File: src/include/ltc_pkg.sv
package ltc_pkg;
    // Line trigger source selector codes
    localparam logic [2:0] SEL_SPLIT = 3'h0;
    localparam logic [2:0] SEL_ONLY_A = 3'h1;
    localparam logic [2:0] SEL_ONLY_B = 3'h2;
    localparam logic [2:0] SEL_BOARD_SYNC = 3'h4;
    // Direction qualification codes
    localparam logic [1:0] DIR_IGNORE = 2'h0;
    localparam logic [1:0] DIR_A_LEADS = 2'h1;
    localparam logic [1:0] DIR_B_LEADS = 2'h2;
    // Per-camera source kinds
    localparam logic [2:0] SRC_NONE = 3'h0;
    localparam logic [2:0] SRC_A = 3'h1;
    localparam logic [2:0] SRC_B = 3'h2;
    localparam logic [2:0] SRC_AB = 3'h3;
    localparam logic [2:0] SRC_SYNC = 3'h4;
    // Default widths
    localparam int SET_W = 8;
    localparam int REV_W = 16;
    localparam int PERIOD_W = 20;
    localparam int GAP_W = 16;
    localparam int PEND_W = 4;
    // Clock
    localparam int CLK_PERIOD_PS = 5000;
    // Reset values
    localparam logic [1:0] PHASE_RST = 2'h0;
    typedef enum logic {GAP_OPEN, GAP_HOLD} ltc_gap_t;
endpackage : ltc_pkg

File: src/rtl/ltc_pulse_mult.sv
`timescale 1ns/100ps
`default_nettype none
module ltc_pulse_mult #(
    parameter int SET_W = ltc_pkg::SET_W,
    parameter int PERIOD_W = ltc_pkg::PERIOD_W
) (
    // Clock and reset
    input wire logic ref_clk,
    input wire logic rst,
    // Stream
    input wire logic in_pulse,
    input wire logic [SET_W-1:0] multiply,
    output logic out_pulse
);
    logic [PERIOD_W-1:0] run_q, run_d, per_q, per_d, acc_q, acc_d;
    logic [SET_W-1:0] left_q, left_d, mult_eff;
    logic [PERIOD_W:0] acc_sum;
    logic out_q, out_d;

    if (PERIOD_W <= SET_W)
    begin : g_chk
        $error("PERIOD_W must exceed SET_W");
    end

    always_comb
    begin
        mult_eff = (multiply == '0) ? SET_W'(1) : multiply;
        acc_sum = {1'b0, acc_q} + (PERIOD_W+1)'(mult_eff);
        run_d = (run_q == '1) ? run_q : run_q + PERIOD_W'(1);
        per_d = per_q;
        acc_d = acc_q;
        left_d = left_q;
        out_d = 1'b0;
        if (in_pulse)
        begin
            per_d = run_d;
            run_d = '0;
            acc_d = '0;
            left_d = mult_eff - SET_W'(1);
            out_d = 1'b1;
        end
        else if (left_q != '0)
        begin
            // Adding the count each cycle spaces pulses by period/count
            if (acc_sum >= {1'b0, per_q})
            begin
                acc_d = PERIOD_W'(acc_sum - {1'b0, per_q});
                left_d = left_q - SET_W'(1);
                out_d = 1'b1;
            end
            else
            begin
                acc_d = acc_sum[PERIOD_W-1:0];
            end
        end
    end

    always_ff @(posedge ref_clk)
    begin
        if (rst)
        begin
            run_q <= '0;
            per_q <= '0;
            acc_q <= '0;
            left_q <= '0;
            out_q <= 1'b0;
        end
        else
        begin
            run_q <= run_d;
            per_q <= per_d;
            acc_q <= acc_d;
            left_q <= left_d;
            out_q <= out_d;
        end
    end

    assign out_pulse = out_q;
endmodule : ltc_pulse_mult
`default_nettype wire

File: src/rtl/ltc_quad_dec.sv
`timescale 1ns/100ps
`default_nettype none
module ltc_quad_dec (
    // Clock and reset
    input wire logic ref_clk,
    input wire logic rst,
    // Encoder phases
    input wire logic phase_a,
    input wire logic phase_b,
    // Decoded events
    output logic edge_a,
    output logic edge_b,
    output logic rise_a,
    output logic rise_b,
    output logic step_ab,
    output logic step_ba
);
    logic [1:0] s1_q, s2_q, s3_q;
    logic [5:0] ev_d, ev_q;
    logic [1:0] warm_q, warm_d;

    always_comb
    begin
        ev_d = '0;
        ev_d[0] = s2_q[1] ^ s3_q[1];
        ev_d[1] = s2_q[0] ^ s3_q[0];
        ev_d[2] = s2_q[1] & ~s3_q[1];
        ev_d[3] = s2_q[0] & ~s3_q[0];
        // Gray walk 00-10-11-01 means A leads B
        case ({s3_q, s2_q})
            4'h2, 4'hB, 4'hD, 4'h4: ev_d[4] = 1'b1;
            4'h8, 4'hE, 4'h7, 4'h1: ev_d[5] = 1'b1;
            default: ev_d[5:4] = 2'h0;
        endcase
        // No events while stages still hold reset values, not pin values
        if (warm_q != '1)
        begin
            ev_d = '0;
        end
        warm_d = (warm_q == '1) ? warm_q : warm_q + 2'h1;
    end

    always_ff @(posedge ref_clk)
    begin
        if (rst)
        begin
            s1_q <= ltc_pkg::PHASE_RST;
            s2_q <= ltc_pkg::PHASE_RST;
            s3_q <= ltc_pkg::PHASE_RST;
            ev_q <= '0;
            warm_q <= '0;
        end
        else
        begin
            s1_q <= {phase_a, phase_b};
            s2_q <= s1_q;
            s3_q <= s2_q;
            ev_q <= ev_d;
            warm_q <= warm_d;
        end
    end

    assign edge_a = ev_q[0];
    assign edge_b = ev_q[1];
    assign rise_a = ev_q[2];
    assign rise_b = ev_q[3];
    assign step_ab = ev_q[4];
    assign step_ba = ev_q[5];
endmodule : ltc_quad_dec
`default_nettype wire

File: src/rtl/ltc_top.sv
`timescale 1ns/100ps
`default_nettype none
// How it works
// - external trigger path: one exposure per event
// - selector 0: cam1 A, cam2 B, full A/AB
// - selector 1: all paths use phase A
// - selector 2: all paths use phase B
// - 3,5,6,7 encoder only AB; 4 board sync
// - each path gated by its enable
// - encoder enable 1 on, 0 off
// - one line per encoder edge, then multiply/drop
// - undirected dual phase: any edge triggers
// - drop skips N pulses after each valid
// - multiply makes N pulses per encoder pulse
// - multiply first, then drop
// - direction 0 ignore, 1 A leads, 2 B leads
// - count reverse steps, forward after zero triggers
// - reverse counter overflow raises an event
// - auto delay holds early triggers, at most 15 pending (PEND_W 4), further ones lost
// - optional too-fast event under auto delay
module ltc_top #(
    parameter int SET_W = ltc_pkg::SET_W,
    parameter int REV_W = ltc_pkg::REV_W,
    parameter int PERIOD_W = ltc_pkg::PERIOD_W,
    parameter int GAP_W = ltc_pkg::GAP_W,
    parameter int PEND_W = ltc_pkg::PEND_W
) (
    // Clock and reset
    input wire logic ref_clk,
    input wire logic rst,
    // Trigger inputs
    input wire logic phase_a_in,
    input wire logic phase_b_in,
    input wire logic board_sync_in,
    // Configuration
    input wire logic [2:0] src_sel,
    input wire logic full_camera,
    input wire logic ext_line_trigger_enable,
    input wire logic encoder_path_enable,
    input wire logic [SET_W-1:0] pulse_drop,
    input wire logic [SET_W-1:0] pulse_multiply,
    input wire logic [1:0] direction_mode,
    input wire logic auto_delay_enable,
    input wire logic [GAP_W-1:0] min_line_gap,
    input wire logic too_fast_event_enable,
    input wire logic rev_ovf_ack,
    // Camera triggers and status
    output logic [1:0] line_trig,
    output logic [1:0] too_fast_event,
    output logic rev_ovf_event,
    output logic [REV_W-1:0] rev_count
);
    logic edge_a, edge_b, rise_a, rise_b, step_ab, step_ba;
    logic sync_q, sync_rise;
    logic [REV_W-1:0] rev_q, rev_d;
    logic ovf_q, ovf_d;
    logic fwd, rev, qual_ab;

    if (SET_W < 1 || REV_W < 2 || GAP_W < 1 || PEND_W < 1)
    begin : g_chk
        $error("ltc_top parameter out of range");
    end

    ltc_quad_dec u_dec (
        .ref_clk(ref_clk),
        .rst(rst),
        .phase_a(phase_a_in),
        .phase_b(phase_b_in),
        .edge_a(edge_a),
        .edge_b(edge_b),
        .rise_a(rise_a),
        .rise_b(rise_b),
        .step_ab(step_ab),
        .step_ba(step_ba)
    );

    // Board sync edge, input already synchronous
    always_ff @(posedge ref_clk)
    begin
        if (rst)
        begin
            sync_q <= 1'b0;
        end
        else
        begin
            sync_q <= board_sync_in;
        end
    end
    assign sync_rise = board_sync_in & ~sync_q;

    // Direction qualification and reverse step counter
    always_comb
    begin
        fwd = 1'b0;
        rev = 1'b0;
        case (direction_mode)
            ltc_pkg::DIR_A_LEADS:
            begin
                fwd = step_ab;
                rev = step_ba;
            end
            ltc_pkg::DIR_B_LEADS:
            begin
                fwd = step_ba;
                rev = step_ab;
            end
            default:
            begin
                fwd = 1'b0;
                rev = 1'b0;
            end
        endcase
        rev_d = rev_q;
        ovf_d = ovf_q & ~rev_ovf_ack;
        if (rev)
        begin
            if (rev_q == '1)
            begin
                ovf_d = 1'b1;
            end
            else
            begin
                rev_d = rev_q + REV_W'(1);
            end
        end
        else if (fwd && rev_q != '0)
        begin
            rev_d = rev_q - REV_W'(1);
        end
        if (direction_mode[0] == direction_mode[1]) // Codes 0 and 3
        begin
            qual_ab = edge_a | edge_b;
        end
        else
        begin
            qual_ab = fwd & (rev_q == '0);
        end
    end

    always_ff @(posedge ref_clk)
    begin
        if (rst)
        begin
            rev_q <= '0;
            ovf_q <= 1'b0;
        end
        else
        begin
            rev_q <= rev_d;
            ovf_q <= ovf_d;
        end
    end

    assign rev_ovf_event = ovf_q;
    assign rev_count = rev_q;

    // Per-camera path: select, multiply, drop, auto delay
    for (genvar c = 0; c < 2; c++)
    begin : g_cam
        logic [2:0] line_src, enc_src;
        logic line_pulse, enc_pulse, mult_pulse, drop_ok, cand;
        logic [SET_W-1:0] drop_q, drop_d;
        logic [GAP_W-1:0] gap_q, gap_d;
        logic [PEND_W-1:0] pend_q, pend_d;
        ltc_pkg::ltc_gap_t st_q, st_d;
        logic trig_q, trig_d, fast_q, fast_d, issue;

        always_comb
        begin
            line_src = ltc_pkg::SRC_NONE;
            enc_src = ltc_pkg::SRC_AB;
            case (src_sel)
                ltc_pkg::SEL_SPLIT:
                begin
                    line_src = (c == 0 || full_camera) ? ltc_pkg::SRC_A
                                                      : ltc_pkg::SRC_B;
                    if (full_camera)
                    begin
                        enc_src = ltc_pkg::SRC_AB;
                    end
                    else
                    begin
                        enc_src = line_src;
                    end
                end
                ltc_pkg::SEL_ONLY_A:
                begin
                    line_src = ltc_pkg::SRC_A;
                    enc_src = ltc_pkg::SRC_A;
                end
                ltc_pkg::SEL_ONLY_B:
                begin
                    line_src = ltc_pkg::SRC_B;
                    enc_src = ltc_pkg::SRC_B;
                end
                ltc_pkg::SEL_BOARD_SYNC:
                begin
                    line_src = ltc_pkg::SRC_SYNC;
                    enc_src = ltc_pkg::SRC_SYNC;
                end
                default:
                begin
                    line_src = ltc_pkg::SRC_NONE;
                    enc_src = ltc_pkg::SRC_AB;
                end
            endcase
            case (line_src)
                ltc_pkg::SRC_A: line_pulse = rise_a;
                ltc_pkg::SRC_B: line_pulse = rise_b;
                ltc_pkg::SRC_SYNC: line_pulse = sync_rise;
                default: line_pulse = 1'b0;
            endcase
            case (enc_src)
                ltc_pkg::SRC_A: enc_pulse = edge_a;
                ltc_pkg::SRC_B: enc_pulse = edge_b;
                ltc_pkg::SRC_SYNC: enc_pulse = sync_rise;
                default: enc_pulse = qual_ab;
            endcase
            enc_pulse = enc_pulse & encoder_path_enable;
            line_pulse = line_pulse & ext_line_trigger_enable;
        end

        // Multiply ahead of the drop counter
        ltc_pulse_mult #(
            .SET_W(SET_W),
            .PERIOD_W(PERIOD_W)
        ) u_mult (
            .ref_clk(ref_clk),
            .rst(rst),
            .in_pulse(enc_pulse),
            .multiply(pulse_multiply),
            .out_pulse(mult_pulse)
        );

        always_comb
        begin
            drop_d = drop_q;
            drop_ok = 1'b0;
            if (mult_pulse)
            begin
                if (drop_q == '0)
                begin
                    drop_ok = 1'b1;
                    drop_d = pulse_drop;
                end
                else
                begin
                    drop_d = drop_q - SET_W'(1);
                end
            end
            cand = drop_ok | line_pulse;
        end

        // Auto delay: hold triggers until the line gap has passed
        always_comb
        begin
            st_d = st_q;
            gap_d = gap_q;
            pend_d = pend_q;
            issue = 1'b0;
            fast_d = 1'b0;
            if (!auto_delay_enable)
            begin
                issue = cand;
                st_d = ltc_pkg::GAP_OPEN;
                pend_d = '0;
            end
            else
            begin
                case (st_q)
                    ltc_pkg::GAP_OPEN:
                    begin
                        if (cand || pend_q != '0)
                        begin
                            issue = 1'b1;
                            if (!cand)
                            begin
                                pend_d = pend_q - PEND_W'(1);
                            end
                        end
                    end
                    ltc_pkg::GAP_HOLD:
                    begin
                        if (cand && pend_q != '1)
                        begin
                            pend_d = pend_q + PEND_W'(1);
                        end
                        fast_d = cand & too_fast_event_enable;
                    end
                    default:
                    begin
                        st_d = ltc_pkg::GAP_OPEN;
                    end
                endcase
            end
            if (gap_q != '0)
            begin
                gap_d = gap_q - GAP_W'(1);
            end
            if (gap_d == '0)
            begin
                st_d = ltc_pkg::GAP_OPEN;
            end
            if (issue && auto_delay_enable && min_line_gap > GAP_W'(1))
            begin
                gap_d = min_line_gap - GAP_W'(1);
                st_d = ltc_pkg::GAP_HOLD;
            end
            trig_d = issue;
        end

        always_ff @(posedge ref_clk)
        begin
            if (rst)
            begin
                drop_q <= '0;
                gap_q <= '0;
                pend_q <= '0;
                st_q <= ltc_pkg::GAP_OPEN;
                trig_q <= 1'b0;
                fast_q <= 1'b0;
            end
            else
            begin
                drop_q <= drop_d;
                gap_q <= gap_d;
                pend_q <= pend_d;
                st_q <= st_d;
                trig_q <= trig_d;
                fast_q <= fast_d;
            end
        end

        assign line_trig[c] = trig_q;
        assign too_fast_event[c] = fast_q;
    end
endmodule : ltc_top
`default_nettype wire

File: config.mk
export PLATFORM = sky130hd
export DESIGN_NAME = ltc_top
export DESIGN_NICKNAME = d
export VERILOG_FILES = /design/src/include/ltc_pkg.sv /design/src/rtl/ltc_pulse_mult.sv /design/src/rtl/ltc_quad_dec.sv /design/src/rtl/ltc_top.sv
export SDC_FILE = /design/constraint.sdc
export NUM_CORES = 1
export LEC_CHECK = 0
export BUFFER_PORTS_ARGS = -buffer_cell sky130_fd_sc_hd__buf_4
export CAP_MARGIN = 5
export CORE_MARGIN = 2
export CORE_UTILIZATION = 40
export CTS_BUF_LIST = sky130_fd_sc_hd__clkbuf_8
export CTS_CLUSTER_DIAMETER = 60
export DETAILED_ROUTE_END_ITERATION = 6
export PLACE_DENSITY = 0.65
export SKIP_LAST_GASP = 1
export SLEW_MARGIN = 10
export SYNTH_ARGS = -nofsm -noshare
export SYNTH_HDL_FRONTEND = slang
export SYNTH_SLANG_ARGS = --single-unit
export TNS_END_PERCENT = 30
File: constraint.sdc
create_clock -name ref_clk -period 6.2 [get_ports ref_clk]
set_input_delay 0.62 -clock ref_clk [delete_from_list [all_inputs] [get_ports ref_clk]]
set_output_delay 0.62 -clock ref_clk [all_outputs]
set_load 0.02 [all_outputs]
==> results.md, run 1 <==
* Share of the synthesized area in the top cell type at between 30 and 40%
* Largest family of logic cells by synthesized area: simple AND/OR/NAND/NOR gates
* Unique masters post-synth at 85
* Final setup margin at roughly 0.97 ns
* Die footprint at about 0.04 mm2
* WHS at about 0.28 ns
* Pre-CTS setup slack at about 0.41 ns
* MaxCap Viol Count at 0
* Max VDD drop at between 0.0002 and 0.0003 V
* Setup violators final at 0
* Clk buf depth at 3
* Placed cell count at between 2000 and 2500
* Global-route wire length before repair at approximately 64000 um
* Initial antenna violation count at 0
* Row count at between 70 and 80
* Critical Path RT at about 6.6 ns
* Slew @ Worst Pin at about 1.1 ns
* Compound-Gate Fraction of Synth Area at between 10% and 20%
* Slew Limit Fails at 0
* Crit-path leading delay family: simple AND/OR/NAND/NOR gates
* Worst EP arrival at about 5.7 ns
* Via density at ~5.4
* Worst slew margin at 27.80%
* Post-Synthesis Cells at between 1500 and 2000
* Final Hold Viols at 0
* Pin count of the biggest net entering global routing at 63
* Post-Synth Simple-Gate Area at about 24%
* Adder-cell share of the synthesized area at 8.686%
* EDFF count, synth at 0
* Max Fanout on Critical Path at 16
* Via Count at between 10000 and 15000
* RSZ-0062 raised after global routing: no
* Layout cells sized above 1 at under 10%
* Worst path bufs/invs at 2
* Synth Flop Type: dfxtp_1
* Status: completed
* Root Buffer: clkbuf_8
* Core Area at 0.03749 mm2
* Ant. Diodes at 0
* Register area share after synthesis at 30.65%
* RePlAce Congestion at 0.8796
* Tot GR Track Use at about a fifth
* Proportion of synthesized area in mux cells at approximately 2.3%
* H-tree Lvls at 2
* Top post-synthesis cells by area: dfxtp_1, ha_1, nor2_1, xnor2_1, xor2_1
* Die H at approximately 200 um
* Worst R2R Setup Slack at 1.77 ns
* Worst Clk Skew at around 0.040 ns
* Layout Nets at between 2000 and 2500
* Clk Latency, worst-skew pair at 0.60 ns
* Worst min path class: primary input to register
* 1st-iter DRT viols at 645
* Final wirelength at 38090 um
* Drt pass-1 iters at 5
* Cts repair resizes at 0
* Average size of a mapped cell at between 7 and 8 um2
* Ys async rst share at 0%
* Worst Setup End Kind: register
* CTS tree: yes
* Number of top-level pins at slightly below 70
* DPL Wire Length at 27570 um
* FF+latch count, synth at 232
* Vias in the first global route at between 10000 and 15000
* Port buffer count at 68
* Initial Utilization at between 40% and 50%
* Final Critical Period at around 5.2 ns
* Final Cycle Share at around 84%
* Worst setup SP type: primary input
* Syn Nets at about 2100
* Setup bufs post-CTS at 0
* TritonCTS Buffers at 44
* CP max stage cell: or4_1
* Warnings from Yosys at 0
* CP cell instances: buf_4, or4_1, or3_1, o21bai_1, ha_1, a21o_1, a21oi_1, o21bai_1, a21oi_1, nor2_1, nand3_1, xnor2_1, ha_1, nand4_1, nor3_1, nand2_1, a211oi_1, a211oi_4, buf_4, nor3_1, nand2_1, xor2_1, o22ai_1
* XOR/XNOR Fraction of Synth Area at under 10%
* Wire per inst at around 15 um
* Fillers at roughly 3800
* Highest clock rate at around 190 MHz
* Final Instance Count excl. Fillers at between 2000 and 3000
* ANT nets after route at 0
* Die width at about 200 um
* Hold Buf Count CTS at 0
* Crit Path Class: primary input to register
* Clock Sink Count at around 230
* Area Overhead vs Synth at 11.96%
* Post-synth top area cell: dfxtp_1
* Drt drc at 0
* Leakage at 0.006862 uW
* Crit path largest cell delay at 0.54 ns
* CTS clk-pin slew, worst paths at roughly 0.06 ns
* Setup TNS at 0 ns
* P per Cell Area at 504.6 mW/mm2
* Mapped cell area at between 0.015 and 0.02 mm2
* Overflow after GRT at 0
==> Yosys cell counts (all sizes together) (8+ instances only) <==
cell type and count:
a211oi 76, a21o 25, a21oi 123, a22oi 9, a311oi 9, a31oi 20
and2 16, and3 33, buf 34, clkbuf 60, dfxtp 232, ha 94
inv 97, mux2 8, mux2i 26, nand2 168, nand2b 21, nand3 44
nand3b 12, nand4 28, nor2 286, nor2b 24, nor3 52, nor4 33
o211ai 10, o21a 8, o21ai 85, o21bai 13, o31ai 8, o41ai 9
or2 9, or3 11, or4 8, xnor2 91, xor2 77
==> per-stage QoR <==
stage	power, uW	utilization (%)	area, um2
finish	8563	45.26	16970
global route	9347	45.26	16970
CTS	8596	45.26	16970
detailed placement	6990	42.88	16070
global placement	6906	42.88	16070
floorplan	6059	-	15150
==> where the power goes <==
group | internal (uW) | total (uW) | leakage [uW] | switching, uW
sequential | 1810 | 2130 | 0.00190 | 316
clock | 866 | 1550 | 0.000525 | 683
combinational | 2080 | 4880 | 0.00444 | 2810
==> path summary, 6_finish.rpt <==
path | end | cells after the start | startpoint
setup reg to reg | g_cam[0].u_mult.left_q[7] | 19 | g_cam[0].u_mult.acc_q[0]
setup / recovery | g_cam[1].u_mult.left_q[6] | 23 | pulse_multiply[3]
hold / removal | u_dec.s1_q[1] | 2 | phase_a_in
hold reg to reg | u_dec.s2_q[1] | 1 | u_dec.s1_q[1]
==> logic make-up after synthesis <==
logic type | after synthesis
adders and majority gates | 101
muxes | 34
and+or+nand+nor | 767
AOI/OAI and AO/OA | 438
DFF | 232
buffers and inverters | 191
xor gates and xnor gates | 168
==> per-layer routing <==
| metal | track usage (%) | part of all wire, % | vias up |
|---|---|---|---|
| li1 | - | - | 6897 |
| met1 | 23.57 | 44 | 6379 |
| met2 | 34.64 | 48 | 258 |
| met3 | 3.001 | 3.9 | 92 |
| met4 | 8.430 | 3.5 | 0 |
| met5 | 0 | 0 | - |
==> layout make-up <==
cell class	instances	area [um2]	share of cell area (%)
Multi-Input combinational cell	1508	9758	57.51
Sequential cell	232	4644	27.37
Clock buffer	54	743.2	4.380
Timing Repair Buffer	89	668.1	3.938
Tap cell	511	639.4	3.768
Inverter	97	364.1	2.146
Clock inverter	24	150.1	0.8849
==> flip-flops by register name (all words and copies together) (netlist names), 6 cells and up <==
name and flops:
g_cam.u_mult.acc_q 40, g_cam.u_mult.per_q 40, g_cam.u_mult.run_q 40, g_cam.gap_q 32, g_cam.drop_q 16, g_cam.u_mult.left_q 16, rev_count 16, g_cam.pend_q 8
u_dec.ev_q 6
==> cells in the final DEF (no fill, tap or decap), types with 72 or more instances in the layout <==
master,synthesis,final
inv_1,97,113
a21oi_1,122,121
nand2_1,168,168
xnor2_1,91,91
xor2_1,77,77
ha_1,94,94
a211oi_1,72,72
dfxtp_1,232,232
buf_4,11,89
o21ai_0,81,81
nor2_1,280,280
Power figures use the tool's default switching activity.
==> run 2: changes to the inputs <==
Settings changed: ABC_AREA from default to 1.
Clock period 6.2 ns to 5.15 ns, I/O delays scaled along.
==> run 2 against run 1 <==
Wire length rose by 17%. Sequential power rose by 17%. Cell count rose by 27%. Setup slack got worse by 0.071 ns. Largest cell class unchanged. Register-to-register slack got worse by 0.55 ns. Critical path type unchanged. Design area rose by 8.5%. Via count rose by 20%. Global-route usage rose by 0.61 points. Area after synthesis rose by 10%. First-iteration DRC count rose by 54%. Clock-buffer cell count fell by 1. Clock power rose by 23%.
==> results.md, run 2 <==
* Status: completed
* Fillers at 4203
* Cell Area, Placed at 0.01750 mm2
* Max VDD drop at between 0.0002 and 0.00025 V
* Drt drc at 0
* Setup bufs post-CTS at 0
* Commonest cells post-synth: nand2_1, inv_1, nor2_1
* Root Buffer: clkbuf_8
* Pin count of the biggest net entering global routing at between 50 and 60
* Final setup margin at around 0.90 ns
* Max Fanout on Critical Path at 22
* Mapped cell area at between 0.015 and 0.02 mm2
* Vias in the first global route at roughly 16000
* Die width at ~210 um
* Post-synth top area cell: dfxtp_1
* Setup violators final at 0
* RSZ-0062 raised after global routing: no
* Warnings from Yosys at 0
* Layout Nets at around 2800
* Worst R2R Setup Slack at about 1.2 ns
* Die H at 208.2 um
* Worst hold path depth at 3
* Pre-CTS setup slack at about 0.41 ns
* Layout cells sized above 1 at under 10%
* Port buffer count at a little under 70
* Highest clock rate at approximately 240 MHz
* Critical Path RT at between 5 and 6 ns
* DPL Wire Length at 33840 um
* Die footprint at between 0.04 and 0.05 mm2
* Clk Latency, worst-skew pair at approximately 0.61 ns
* ANT nets after route at 0
* Setup TNS at 0 ns
* Via Count at 16390
* Worst EP arrival at about 4.8 ns
* Worst setup SP type: primary input
* Synth Flop Type: dfxtp_1
* Commonest non-fill, non-tap cell in the layout: nand2_1
* Area Overhead vs Synth at 10.34%
* Wire per inst at approximately 14 um
* P per Cell Area at approximately 600 mW/mm2
* Final Util at roughly 45%
* H-tree Lvls at 2
* Row count at 74
* Cts repair resizes at 0
* Overflow after GRT at 0
* Leakage at between 0.009 and 0.01 uW
* MaxCap Viol Count at 0
* Post-Synthesis Cells at 2577
* Clock Sink Count at ~230
* Slew Limit Fails at 0
* Count leader, synth: nand2_1
* Worst Setup End Kind: register
* Unique masters post-synth at 58
* Hold Buf Count CTS at 0
* Syn Nets at ~2700
* EDFF count, synth at 0
* Register area share after synthesis at roughly 28%
* Average size of a mapped cell at approximately 6.5 um2
* Worst min path class: primary input to register
* FF+latch count, synth at between 200 and 250
* Initial Utilization at just over 40%
* TritonCTS Buffers at 45
* Worst Clk Skew at 0.03909 ns
* Global-route wire length before repair at around 74000 um
* Worst Reg-to-Reg Cells at 19
* Core Area at roughly 0.041 mm2
* Final instance area at 0.01841 mm2
* Top post-synthesis cells by area: dfxtp_1, nand2_1, inv_1, ha_1, nor2_1
* Final Cycle Share at between 80% and 90%
* CTS tree: yes
* Final Hold Viols at 0
* Slew @ Worst Pin at 1.156 ns
* 1st-iter DRT viols at approximately 990
* Most frequent cells in the layout: nand2_1, inv_1, nor2_1, dfxtp_1, nand3_1
* Met3 WL at between 2000 and 2500 um
* Ant. Diodes at 0
* Share of the synthesized area in the top cell type at ~28%
* Initial antenna violation count at 0
* Top metal layer carrying routed signals: met4
* Met2 wire len at 20070 um
* Worst slew margin at 22.75%
* CTS clk-pin slew, worst paths at 0.05 ns
* Via density at ~5.1
* Ys async rst share at 0%
* Final wirelength at 44420 um
* Final Power at 10770 uW
* Tot GR Track Use at between 20 and 25%
* RePlAce Congestion at 0.9410
* Drt pass-1 iters at 5
* Clk buf depth at 3
* WL met1 at about 21000 um
* Number of top-level pins at around 70
* Crit Path Class: primary input to register
* Top flop regs: g_cam.u_mult.acc_q: 40 flops, g_cam.u_mult.per_q: 40 flops, g_cam.u_mult.run_q: 40 flops
* Final Critical Period at 4.249 ns
-- run 2: path summary, 6_finish.rpt --
path / start / endpoint
max: pulse_multiply[3] / g_cam[1].u_mult.acc_q[13]
min: phase_a_in / u_dec.s1_q[1]
max reg2reg: g_cam[1].u_mult.acc_q[0] / g_cam[1].u_mult.acc_q[13]
min reg2reg: u_dec.s1_q[0] / u_dec.s2_q[0]
-- run 2: report_power, final --
part	internal (uW)	switching, uW
sequential	2160	336
clock	1080	823
combinational	2220	4150
total	5460	5310
-- run 2: critical path, stage by stage --
cell	delay, ns
buf_4	0.13
nor2_1	0.17
nand3_1	0.11
o21bai_1	0.38
ha_1	0.35
fa_1	0.25
nand3_1	0.10
nand2_2	0.12
nand2_1	0.07
nand3_2	0.10
nand2_1	0.08
xnor2_1	0.30
ha_1	0.35
a21oi_1	0.25
o21ai_0	0.18
nor2_1	0.16
o21ai_2	0.08
nand2_2	0.19
nand3_2	0.43
nand3_1	0.24
nand3_1	0.09
nand2_1	0.06
inv_1	0.04
-- run 2: cells by family after synthesis --
family                     Yosys count  share of synthesized area (%)
AOI/OAI and AO/OA                  369                          12.16
xor gates and xnor gates           141                          7.401
adders and majority gates          101                          7.888
buffers and inverters              430                          10.46
DFF                                232                          27.83
muxes                                2                         0.1200
and+or+nand+nor                   1302                          34.13
-- run 2: cell type report --
class / instances / area (um2) / share of cell area [%]
inverters: 356 / 1336 / 7.258
clock inverters: 24 / 183.9 / 0.9990
repair buffers: 74 / 555.5 / 3.017
clock buffers: 53 / 729.5 / 3.962
well taps: 532 / 665.6 / 3.615
flip-flops and latches: 232 / 4644 / 25.23
multi-input cells: 1915 / 10300 / 55.92
-- run 2: layer usage --
metal,vias up,global-route usage [%]
met1,7430,26.44
met5,-,0
met3,97,3.472
met2,398,33.38
met4,0,7.467
li1,8466,-
-- run 2: metrics by stage --
step,hold WS (ns),std cells
final,0.1279,3186
after CTS,0.09661,3186
after global placement,0.3999,3109
after detailed placement,0.3999,3109
after floorplan,0.3883,2577
after global routing,0.1238,3186
